## src/include/sscc_pkg.sv

```systemverilog
// Constants shared by the conversion-control device end and the host end.
// Assumes a single 50 MHz clock and a synchronous active-high reset.
package sscc_pkg;
    localparam int CLK_MHZ = 50;
    localparam int CONV_TIME_NS = 2000;
    localparam int CONV_CYCLES = (CONV_TIME_NS * CLK_MHZ) / 1000;
    localparam int SETTLE_TIME_US = 80;
    localparam int SETTLE_CYCLES = SETTLE_TIME_US * CLK_MHZ;
    localparam int CHANNELS = 4;
    localparam int RES_BITS = 16;
    localparam int CODE_STEPS = 65536;
    localparam int SPAN_10V_MV = 10000;
    localparam int SPAN_5V_MV = 5000;
    localparam int INT_REF_MV = 2500;
    localparam int RESET_PULSE_CYCLES = 4;
    // Host register addresses
    localparam logic [3:0] ADDR_CTRL = 4'h0;
    localparam logic [3:0] ADDR_STATUS = 4'h1;
    localparam logic [3:0] ADDR_IRQ_STAT = 4'h2;
    localparam logic [3:0] ADDR_IRQ_MASK = 4'h3;
    localparam logic [3:0] ADDR_RES0 = 4'h4;
    // Control bit positions
    localparam int CTRL_START = 0;
    localparam int CTRL_SPAN = 1;
    localparam int CTRL_REFSEL = 2;
    localparam int CTRL_RESET = 3;
    // Interrupt bits
    localparam int IRQ_DONE = 0;
    localparam int IRQ_SETTLED = 1;
    localparam int IRQ_BITS = 2;
endpackage

```

## src/include/sscc_if.sv

```systemverilog
// Pin-level link between the converter control and its host.
// Assumes both ends share ref_clk_i.
`timescale 1ns/10ps
interface sscc_if;
    logic conversion_trigger;
    logic span_sel;
    logic ref_sel;
    logic dev_reset;
    logic busy;
    logic ref_int_en;
    logic [1:0] ch_sel;
    logic [15:0] result;
    modport device (input conversion_trigger, span_sel, ref_sel, dev_reset, ch_sel,
        output busy, ref_int_en, result);
    modport host (output conversion_trigger, span_sel, ref_sel, dev_reset, ch_sel,
        input busy, ref_int_en, result);
endinterface

```

## src/hdl/sscc_host.sv

```systemverilog
// Host end: register port, trigger, reset pulse, settle timing, readback.
// Assumes software uses the plain strobe port below.
//
// The implementer's own choices: the register offsets and strobed register access.
`timescale 1ns/10ps
module sscc_host (
    input wire logic ref_clk_i,
    input wire logic sys_rst_i,
    sscc_if.host link,
    input wire logic [3:0] addr_i,
    input wire logic [31:0] wdata_i,
    input wire logic wr_i,
    input wire logic rd_i,
    output logic [31:0] rdata_o,
    output logic irq_o
);
    logic [3:0] ctrl;
    logic [1:0] irq_stat;
    logic [1:0] irq_mask;
    logic busy_d;
    logic [15:0] settle;
    logic [2:0] rst_cnt;
    logic [15:0] res [4];
    logic [1:0] rd_ch;
    logic busy_fall;
    logic settle_done;
    logic [2:0] fill;
    logic fill_done;

    assign busy_fall = busy_d && !link.busy;
    assign fill_done = (fill == 3'h1);
    assign settle_done = (settle == 16'h0001);

    // =========================================
    // Control and pins
    always_ff @(posedge ref_clk_i) begin
        if (sys_rst_i) begin
            ctrl <= 4'h0;
            link.conversion_trigger <= 1'b0;
            link.span_sel <= 1'b0;
            link.ref_sel <= 1'b0;
            settle <= 16'h0000;
        end else begin
            link.conversion_trigger <= wr_i && addr_i == sscc_pkg::ADDR_CTRL
                && wdata_i[sscc_pkg::CTRL_START] && settle == 16'h0000 && !link.busy;
            if (wr_i && addr_i == sscc_pkg::ADDR_CTRL) begin
                ctrl <= wdata_i[3:0];
                link.span_sel <= wdata_i[sscc_pkg::CTRL_SPAN];
                link.ref_sel <= wdata_i[sscc_pkg::CTRL_REFSEL];
                if (wdata_i[sscc_pkg::CTRL_SPAN] != link.span_sel) begin
                    settle <= 16'(sscc_pkg::SETTLE_CYCLES);
                end
            end else if (settle != 16'h0000) begin
                settle <= settle - 16'h0001;
            end
        end
    end

    // Reset pulse to the device at power-up and on request
    always_ff @(posedge ref_clk_i) begin
        if (sys_rst_i) begin
            rst_cnt <= 3'(sscc_pkg::RESET_PULSE_CYCLES);
            link.dev_reset <= 1'b1;
        end else if (wr_i && addr_i == sscc_pkg::ADDR_CTRL && wdata_i[sscc_pkg::CTRL_RESET]) begin
            rst_cnt <= 3'(sscc_pkg::RESET_PULSE_CYCLES);
            link.dev_reset <= 1'b1;
        end else if (rst_cnt != 3'h0) begin
            rst_cnt <= rst_cnt - 3'h1;
            link.dev_reset <= (rst_cnt != 3'h1);
        end else begin
            link.dev_reset <= 1'b0;
        end
    end

    // =========================================
    // Readback of all channels after busy falls
    always_ff @(posedge ref_clk_i) begin
        if (sys_rst_i) begin
            busy_d <= 1'b0;
            rd_ch <= 2'h0;
            link.ch_sel <= 2'h0;
            for (int i = 0; i < sscc_pkg::CHANNELS; i++) res[i] <= 16'h0000;
        end else begin
            busy_d <= link.busy;
            link.ch_sel <= link.ch_sel + 2'h1;
            rd_ch <= link.ch_sel;
            // Result lags busy by one cycle: skip the stale first sample
            if (!link.busy && !busy_d) begin
                res[rd_ch] <= link.result;
            end
        end
    end

    // Done only after every channel has rotated past once
    always_ff @(posedge ref_clk_i) begin
        if (sys_rst_i) begin
            fill <= 3'h0;
        end else if (busy_fall) begin
            fill <= 3'(sscc_pkg::CHANNELS + 1);
        end else if (fill != 3'h0) begin
            fill <= fill - 3'h1;
        end
    end

    // =========================================
    // Interrupts and read port
    always_ff @(posedge ref_clk_i) begin
        if (sys_rst_i) begin
            irq_stat <= 2'h0;
            irq_mask <= 2'h0;
            irq_o <= 1'b0;
            rdata_o <= 32'h0000_0000;
        end else begin
            for (int b = 0; b < sscc_pkg::IRQ_BITS; b++) begin
                if ((b == sscc_pkg::IRQ_DONE && fill_done) ||
                    (b == sscc_pkg::IRQ_SETTLED && settle_done)) begin
                    irq_stat[b] <= 1'b1;
                end else if (wr_i && addr_i == sscc_pkg::ADDR_IRQ_STAT && wdata_i[b]) begin
                    irq_stat[b] <= 1'b0;
                end
            end
            if (wr_i && addr_i == sscc_pkg::ADDR_IRQ_MASK) irq_mask <= wdata_i[1:0];
            irq_o <= |(irq_stat & irq_mask);
            rdata_o <= 32'h0000_0000;
            if (rd_i) begin
                case (addr_i)
                    sscc_pkg::ADDR_CTRL: rdata_o <= {28'h0, ctrl};
                    sscc_pkg::ADDR_STATUS: rdata_o <= {28'h0, link.ref_int_en,
                        settle != 16'h0000, link.dev_reset,
                        link.busy || busy_d || fill != 3'h0};
                    sscc_pkg::ADDR_IRQ_STAT: rdata_o <= {30'h0, irq_stat};
                    sscc_pkg::ADDR_IRQ_MASK: rdata_o <= {30'h0, irq_mask};
                    4'h4, 4'h5, 4'h6, 4'h7: rdata_o <= {16'h0, res[addr_i[1:0]]};
                    default: rdata_o <= 32'h0000_0000;
                endcase
            end
        end
    end
endmodule // sscc_host

```

## src/flat_wrapper.sv

```systemverilog
// flat-port wrapper written by rule: the top's interface ports become plain ports
module sscc_host_flat 
  (ref_clk_i, sys_rst_i, addr_i, wdata_i, wr_i, rd_i, rdata_o, irq_o, link_conversion_trigger, link_span_sel, link_ref_sel, link_dev_reset, link_ch_sel, link_busy, link_ref_int_en, link_result);
  sscc_if link_i ();
  input wire logic ref_clk_i;
  input wire logic sys_rst_i;
  input wire logic [3:0] addr_i;
  input wire logic [31:0] wdata_i;
  input wire logic wr_i;
  input wire logic rd_i;
  output logic [31:0] rdata_o;
  output logic irq_o;
  output wire logic [$bits(link_i.conversion_trigger)-1:0] link_conversion_trigger;
  output wire logic [$bits(link_i.span_sel)-1:0] link_span_sel;
  output wire logic [$bits(link_i.ref_sel)-1:0] link_ref_sel;
  output wire logic [$bits(link_i.dev_reset)-1:0] link_dev_reset;
  output wire logic [$bits(link_i.ch_sel)-1:0] link_ch_sel;
  input wire logic [$bits(link_i.busy)-1:0] link_busy;
  input wire logic [$bits(link_i.ref_int_en)-1:0] link_ref_int_en;
  input wire logic [$bits(link_i.result)-1:0] link_result;
  assign link_conversion_trigger = link_i.conversion_trigger;
  assign link_span_sel = link_i.span_sel;
  assign link_ref_sel = link_i.ref_sel;
  assign link_dev_reset = link_i.dev_reset;
  assign link_ch_sel = link_i.ch_sel;
  assign link_i.busy = link_busy;
  assign link_i.ref_int_en = link_ref_int_en;
  assign link_i.result = link_result;
  sscc_host u_core (.ref_clk_i(ref_clk_i), .sys_rst_i(sys_rst_i), .link(link_i), .addr_i(addr_i), .wdata_i(wdata_i), .wr_i(wr_i), .rd_i(rd_i), .rdata_o(rdata_o), .irq_o(irq_o));
endmodule
```

## config.mk

```make
export PLATFORM = sky130hd
export DESIGN_NAME = sscc_host_flat
export DESIGN_NICKNAME = d
export VERILOG_FILES = /design/src/include/sscc_pkg.sv /design/src/include/sscc_if.sv /design/src/hdl/sscc_host.sv /design/src/flat_wrapper.sv
export SDC_FILE = /design/constraint.sdc
export NUM_CORES = 1
export LEC_CHECK = 0
export BUFFER_PORTS_ARGS = -buffer_cell sky130_fd_sc_hd__buf_2
export CORE_ASPECT_RATIO = 1.5
export CORE_MARGIN = 2
export CORE_UTILIZATION = 55
export DETAILED_ROUTE_END_ITERATION = 7
export GPL_ROUTABILITY_DRIVEN = 0
export HOLD_SLACK_MARGIN = 0.15
export PLACE_DENSITY = 0.81
export SLEW_MARGIN = 0
export SYNTH_ARGS = -nofsm -noshare
export SYNTH_HDL_FRONTEND = slang
export SYNTH_SLANG_ARGS = --single-unit
```

## constraint.sdc

```tcl
create_clock -name ref_clk_i -period 2.89 [get_ports ref_clk_i]
set_input_delay 0.578 -clock ref_clk_i [delete_from_list [all_inputs] [get_ports ref_clk_i]]
set_output_delay 0.578 -clock ref_clk_i [all_outputs]
set_load 0.005 [all_outputs]
```

After elaboration in Yosys (flattened, before gate mapping)
Memory sizes are Yosys's and may differ from the RTL's.
Cells that the tools add are included.
Cells by class
  add/subtract/negate cells: 4
  equality and inequality tests: 12
  muxes and demuxes: 19
  bitwise logic cells: 2
  reductions and logical operators: 31
Operators by type and width (number)
  one-hot mux 16 bit (5 select lines): 1
  two-way mux 16 bit: 4
  equality test 16 x 1 -> 1 bit, second input constant: 1
  equality test 4 x 3 -> 1 bit, second input constant: 4
  zero test 16 bit: 1
  nonzero test 16 bit: 1
  OR reduction 16 bit: 1
  subtractor 16 x 1 -> 16 bit, second input constant: 1
  logical AND 1 bit: 11
  two-way mux 1 bit: 11
  equality test 4 x 2 -> 1 bit, second input constant: 2
  nonzero test 2 bit: 4
  OR reduction 2 bit: 4
  two-way mux 3 bit: 2
  nonzero test 3 bit: 2
  subtractor 3 x 1 -> 3 bit, second input constant: 2
  equality test 4 x 1 -> 1 bit, second input constant: 1
  zero test 4 bit: 1
  OR reduction 4 bit: 1
  equality test 3 x 1 -> 1 bit, second input constant: 1
  != test 3 x 1 -> 1 bit, second input constant: 1
  adder 2 x 1 -> 2 bit, second input constant: 1
  bitwise AND 2 bit: 1
  zero test 1 bit: 2
  other kinds (6): 7
Word-level totals
  flip-flop bits (word level): 72
  memory bits (writable): 64
  input port bits: 58
  memories kept: 1
Memory list
  u_core.res: depth 4, bits a word 16, rd ports 1, clocked after memory_dff 0, wr ports 4, RTL line sscc_host.sv:23  | logic [15:0] res [4];

Depth between registers and ports, before layout
  word-level depth: 7
  depth in mapped cells: 8
  gate-level depth less buffers: 7

Worst setup path before layout
Ideal clock, no wire load.
  path type: input to register
  from: input addr_i[2]
  to: register u_core.settle[13]
  data arrival time: 2239 ps
  data required time: 2820 ps
  path slack: 581 ps
  stages on the path: 6
  path buffers: 1
  cell sequence: buf_2 -> or3b_2 -> nor2_1 -> o211ai_2 -> or4_1 -> a21oi_1
On the way
  cells in the longest elaborated chain, start to end: 4
  elaborated cells on any way between the ends: 6
RTL lines
  start, declared: RTL line flat_wrapper.sv:7  | input wire logic [3:0] addr_i;
  zero test 4 bit *: RTL line sscc_host.sv:46  | if (wr_i && addr_i == sscc_pkg::ADDR_CTRL) begin
  logical AND 1 bit *: RTL line sscc_host.sv:46
  != test 2 bit (no line) or nonzero test 2 bit (tied branches)
  AND reduction 2 bit (no line)
  end signal, assigned: RTL line sscc_host.sv:51  | settle <= 16'(sscc_pkg::SETTLE_CYCLES);
  end signal, assigned: RTL line sscc_host.sv:54  | settle <= settle - 16'h0001;
  end, declared: RTL line sscc_host.sv:21  | logic [15:0] settle;
Mark *: on every way between the ends. The rest lies on a longest branch, timed or not.
A chain may end at the register's enable or synchronous reset.

Final worst setup path
  from: register u_core.settle[0]
  to: register u_core.settle[15]
On the way
  cells in the longest elaborated chain, start to end: 3
  elaborated cells on any way between the ends: 6
RTL lines (RTL line)
  subtractor 16 x 1 -> 16 bit or nonzero test 16 bit (tied branches): sscc_host.sv:54, sscc_host.sv:53
  two-way mux 16 bit or nonzero test 2 bit (tied branches)
  two-way mux 16 bit or AND reduction 2 bit (tied branches)
Parallel ways exist; a longest one is shown, timed or not. The select of a mux whose other input is x is not followed.

==> impl_results.rst <==
.. list-table::
   :header-rows: 1

   * - Metric
     - Value
   * - Remaining global-route overflow
     - 0
   * - Source of the worst hold timing path
     - wdata_i[2]
   * - Family with the most delay on the worst path
     - simple AND/OR/NAND/NOR gates
   * - Final setup fails
     - 0
   * - CP Data Required Time
     - 3.18 ns
   * - Share of the clock period used by the worst path after layout
     - 0.8310
   * - Avg WL per Cell
     - 17.60 um
   * - Post-synth EDFFs
     - 64
   * - Asr flop ratio synth
     - 0
   * - Worst Hold End
     - u_core.ctrl[2]
   * - Post-synthesis instance area
     - 5238 um^2
   * - Leakage power
     - 0.002448 uW
   * - Global-route wire length before repair
     - 17140 um
   * - Maximum number of buffers from clock root to sink
     - 2
   * - Sequential share of the synthesized area
     - 0.5733
   * - Number of clock buffers inserted by TritonCTS
     - 17
   * - Critical path buffers and inverters
     - 1
   * - Worst path max stage delay
     - 0.66 ns
   * - Master of the slowest instance on the critical path
     - sky130_fd_sc_hd__or4_1
   * - Number of register bits inferred by synthesis
     - 118
   * - Sort of element at the end of the critical path
     - flop
   * - Hold buffer count at cts
     - 0
   * - Post-Syn Area per Cell
     - 12.24 um^2
   * - Reg2Reg Launch Point
     - u_core.settle[0]
   * - Maximum number of pins on one net before global-route repair
     - 39
   * - Vias in the first global route
     - 3441
   * - Post-route standard cell area excluding fillers
     - 6115 um^2
   * - Number of instances resized during post-cts repair
     - 0
   * - Run status
     - finished, final reports clean
   * - Total routing usage reported by global routing
     - 0.2214
   * - Detailed-route vias per instance
     - 5.642
   * - Clock slew at reported path FFs
     - 0.05 ns
   * - Routed Antenna Nets
     - 0
   * - Post-CTS setup buffer count
     - 0
   * - Final min period
     - 2.402 ns
   * - Achievable frequency
     - 416.4 MHz
   * - H-tree level count
     - 4
   * - Worst hold path cell count
     - 3
   * - Effective utilization at floorplan
     - 0.5660
   * - Max-capacitance violation count
     - 0
   * - Antenna violations before repair
     - 0
   * - Number of fillers in the final layout
     - 678
   * - Core region area
     - 9254 um^2
   * - Cell Chain, Critical Path
     - inv_1 > ha_1 > or4b_1 > or4_1 > o211ai_2 > or4_1 > o31ai_1
   * - Post-route setup TNS
     - 0 ns
   * - RR Endpoint
     - u_core.settle[15]
   * - Overall routed net length
     - 10750 um
   * - Most instantiated flip-flop cell in the synthesis netlist
     - sky130_fd_sc_hd__edfxtp_1
   * - Detailed router's first-iteration violation count
     - 228
   * - Post-Route Utilization
     - 0.6608
   * - Crit path max fanout
     - 7
   * - WP data arrival
     - 2.69 ns
   * - Num rows
     - 43
   * - Timing startpoint of the critical path
     - u_core.settle[0]
   * - Syn-to-layout area delta
     - 16.75%
   * - CTS Root Cell
     - sky130_fd_sc_hd__clkbuf_16
   * - Chip Height
     - 123.5 um
   * - Number of iterations in the first detailed-routing pass
     - 4
   * - Num ports
     - 97
   * - Top post-synthesis cells by count
     - sky130_fd_sc_hd__and2_1 (65), sky130_fd_sc_hd__edfxtp_1 (64), sky130_fd_sc_hd__dfxtp_1 (54), sky130_fd_sc_hd__nor2_1 (23), sky130_fd_sc_hd__nand2_1 (22)
   * - Ys Warns
     - 0
   * - Slack of the worst reg-to-reg path
     - 0.49 ns
   * - RSZ-0062 raised after global routing
     - no
   * - # diodes
     - 0
   * - Hold Vio Cnt, Final
     - 0
   * - CTS tree
     - yes
   * - Most frequent cell on the critical path
     - sky130_fd_sc_hd__or4_1
   * - Final Net Count
     - 553
   * - DP Wirelength
     - 6739 um
   * - Count leader, synth
     - sky130_fd_sc_hd__and2_1
   * - Count of final max-slew check failures
     - 0
   * - Cells after synthesis
     - 428
   * - Setup skew after layout
     - 0.01208 ns
   * - Max rail drop VDD
     - 0.6951 mV
   * - I/O Buffers
     - 52
   * - Horizontal extent of the die
     - 83.68 um
   * - Share of the synthesized area in the top cell type
     - 0.3669
   * - Worst slew margin relative to its limit
     - 0.5686
   * - Via count of the routed design
     - 3447
   * - Worst min path class
     - in -> reg
   * - Number of distinct library cells after synthesis
     - 46
   * - Crit path depth
     - 7
   * - Worst Setup Path Type
     - reg -> reg
   * - DRC
     - 0
   * - Critical path startpoint category
     - flop
   * - Cell area after placement
     - 5554 um^2
   * - Slew at the pin with the worst max-slew slack
     - 0.6442 ns
   * - Clock Latency Late Sink
     - 0.42 ns
   * - Library cell with the largest summed area after synthesis
     - sky130_fd_sc_hd__edfxtp_1
   * - Cell Pwr Density
     - 868.5 nW/um^2
   * - Clock sinks
     - 118
   * - FF-to-FF path depth
     - 7
   * - Layout cells sized above 1
     - 0.2465
   * - Die area
     - 10340 um^2
   * - Largest cells by area after synthesis
     - sky130_fd_sc_hd__edfxtp_1 (37%), sky130_fd_sc_hd__dfxtp_1 (21%), sky130_fd_sc_hd__and2_1 (7.8%)
power breakdown:
group	internal, uW	total [uW]	switching (uW)
logic	551	1220	667
clock network	1180	1940	760
registers	1980	2150	171
stage by stage:
stage | cells | setup slack, ns | total power [uW] | hold slack (ns)
5_1_grt | 611 | 0.3610 | 5573 | 0.4045
6_report | 611 | 0.4883 | 5311 | 0.4075
3_5_place_dp | 579 | 0.5223 | 3359 | 0.4525
4_1_cts | 611 | 0.5007 | 5325 | 0.3960
2_1_floorplan | 443 | 0.5814 | 3128 | 0.4334
3_3_place_gp | 579 | 0.5581 | 3282 | 0.4419
final cells by class:
class | count | area (um^2) | area share
multi-input combinational | 280 | 2057 | 0.3364
inverter | 9 | 33.78 | 0.005525
clock buffer | 18 | 429.2 | 0.07019
tap | 112 | 140.1 | 0.02292
timing repair buffer | 60 | 320.3 | 0.05238
clock inverter | 14 | 131.4 | 0.02149
sequential | 118 | 3003 | 0.4911
registers in the layout, indices dropped and copies added (netlist names):
register and flops:
u_core.irq_mask 2, u_core.ctrl 4, u_core.link.ch_sel 2, u_core.rdata_o 16
u_core.link.conversion_trigger 1, u_core.settle 16, u_core.fill 3, u_core.rst_cnt 3
u_core.res 64, u_core.irq_stat 2, u_core.link.dev_reset 1, u_core.rd_ch 2
u_core.busy_d 1, u_core.irq_o 1
tightest hold or removal path: stages:
cell                      delay, ns
sky130_fd_sc_hd__buf_2         0.09
sky130_fd_sc_hd__nand2_1       0.04
sky130_fd_sc_hd__a21oi_1       0.05
cell families after synthesis:
family	after synthesis	share of synthesized area
adder cells (fa/ha/maj)	9	0.02150
AND/OR/NAND/NOR	181	0.2026
XOR/XNOR	11	0.01840
other	1	0.0007160
buffers and inverters	45	0.04467
multiplexers	26	0.09293
flip-flops	118	0.5733
AO/OA/AOI/OAI	37	0.04587
layer usage:
metal / GRT usage / wire length, um / vias to the layer above / part of all wire
met3: 0.06676 / 603 / 20 / 0.056
met2: 0.3990 / 5779 / 115 / 0.54
met5: 0 / 0 / - / 0
met4: 0.1058 / 247 / 0 / 0.023
li1: - / - / 1611 / -
met1: 0.2371 / 4122 / 1701 / 0.38
how the worst max path moves through the flow:
stage                        end  slack [ns]
2_1_floorplan  u_core.settle[13]        0.58
3_3_place_gp    u_core.settle[6]        0.56
3_5_place_dp    u_core.settle[6]        0.52
4_1_cts        u_core.settle[15]        0.50
5_1_grt        u_core.settle[13]        0.36
6_report       u_core.settle[15]        0.49
cell usage in the layout, fill, tap and decap left out, drive strengths merged, types with 3 or more instances in the layout:
cell type  instances
a21oi             20
and2              65
buf               60
clkbuf            18
clkinv             8
clkinvlp           4
conb              16
dfxtp             54
edfxtp            64
ha                 9
inv               10
mux2i              7
mux4              18
nand2             22
nand2b             4
nand3              6
nand4b             4
nor2              23
nor2b             16
nor3               9
nor3b              5
nor4               6
o211ai             3
o31ai              4
or2                4
or3                6
or4                7
xnor2              9
Note: power is estimated with default switching activity, not from simulation.
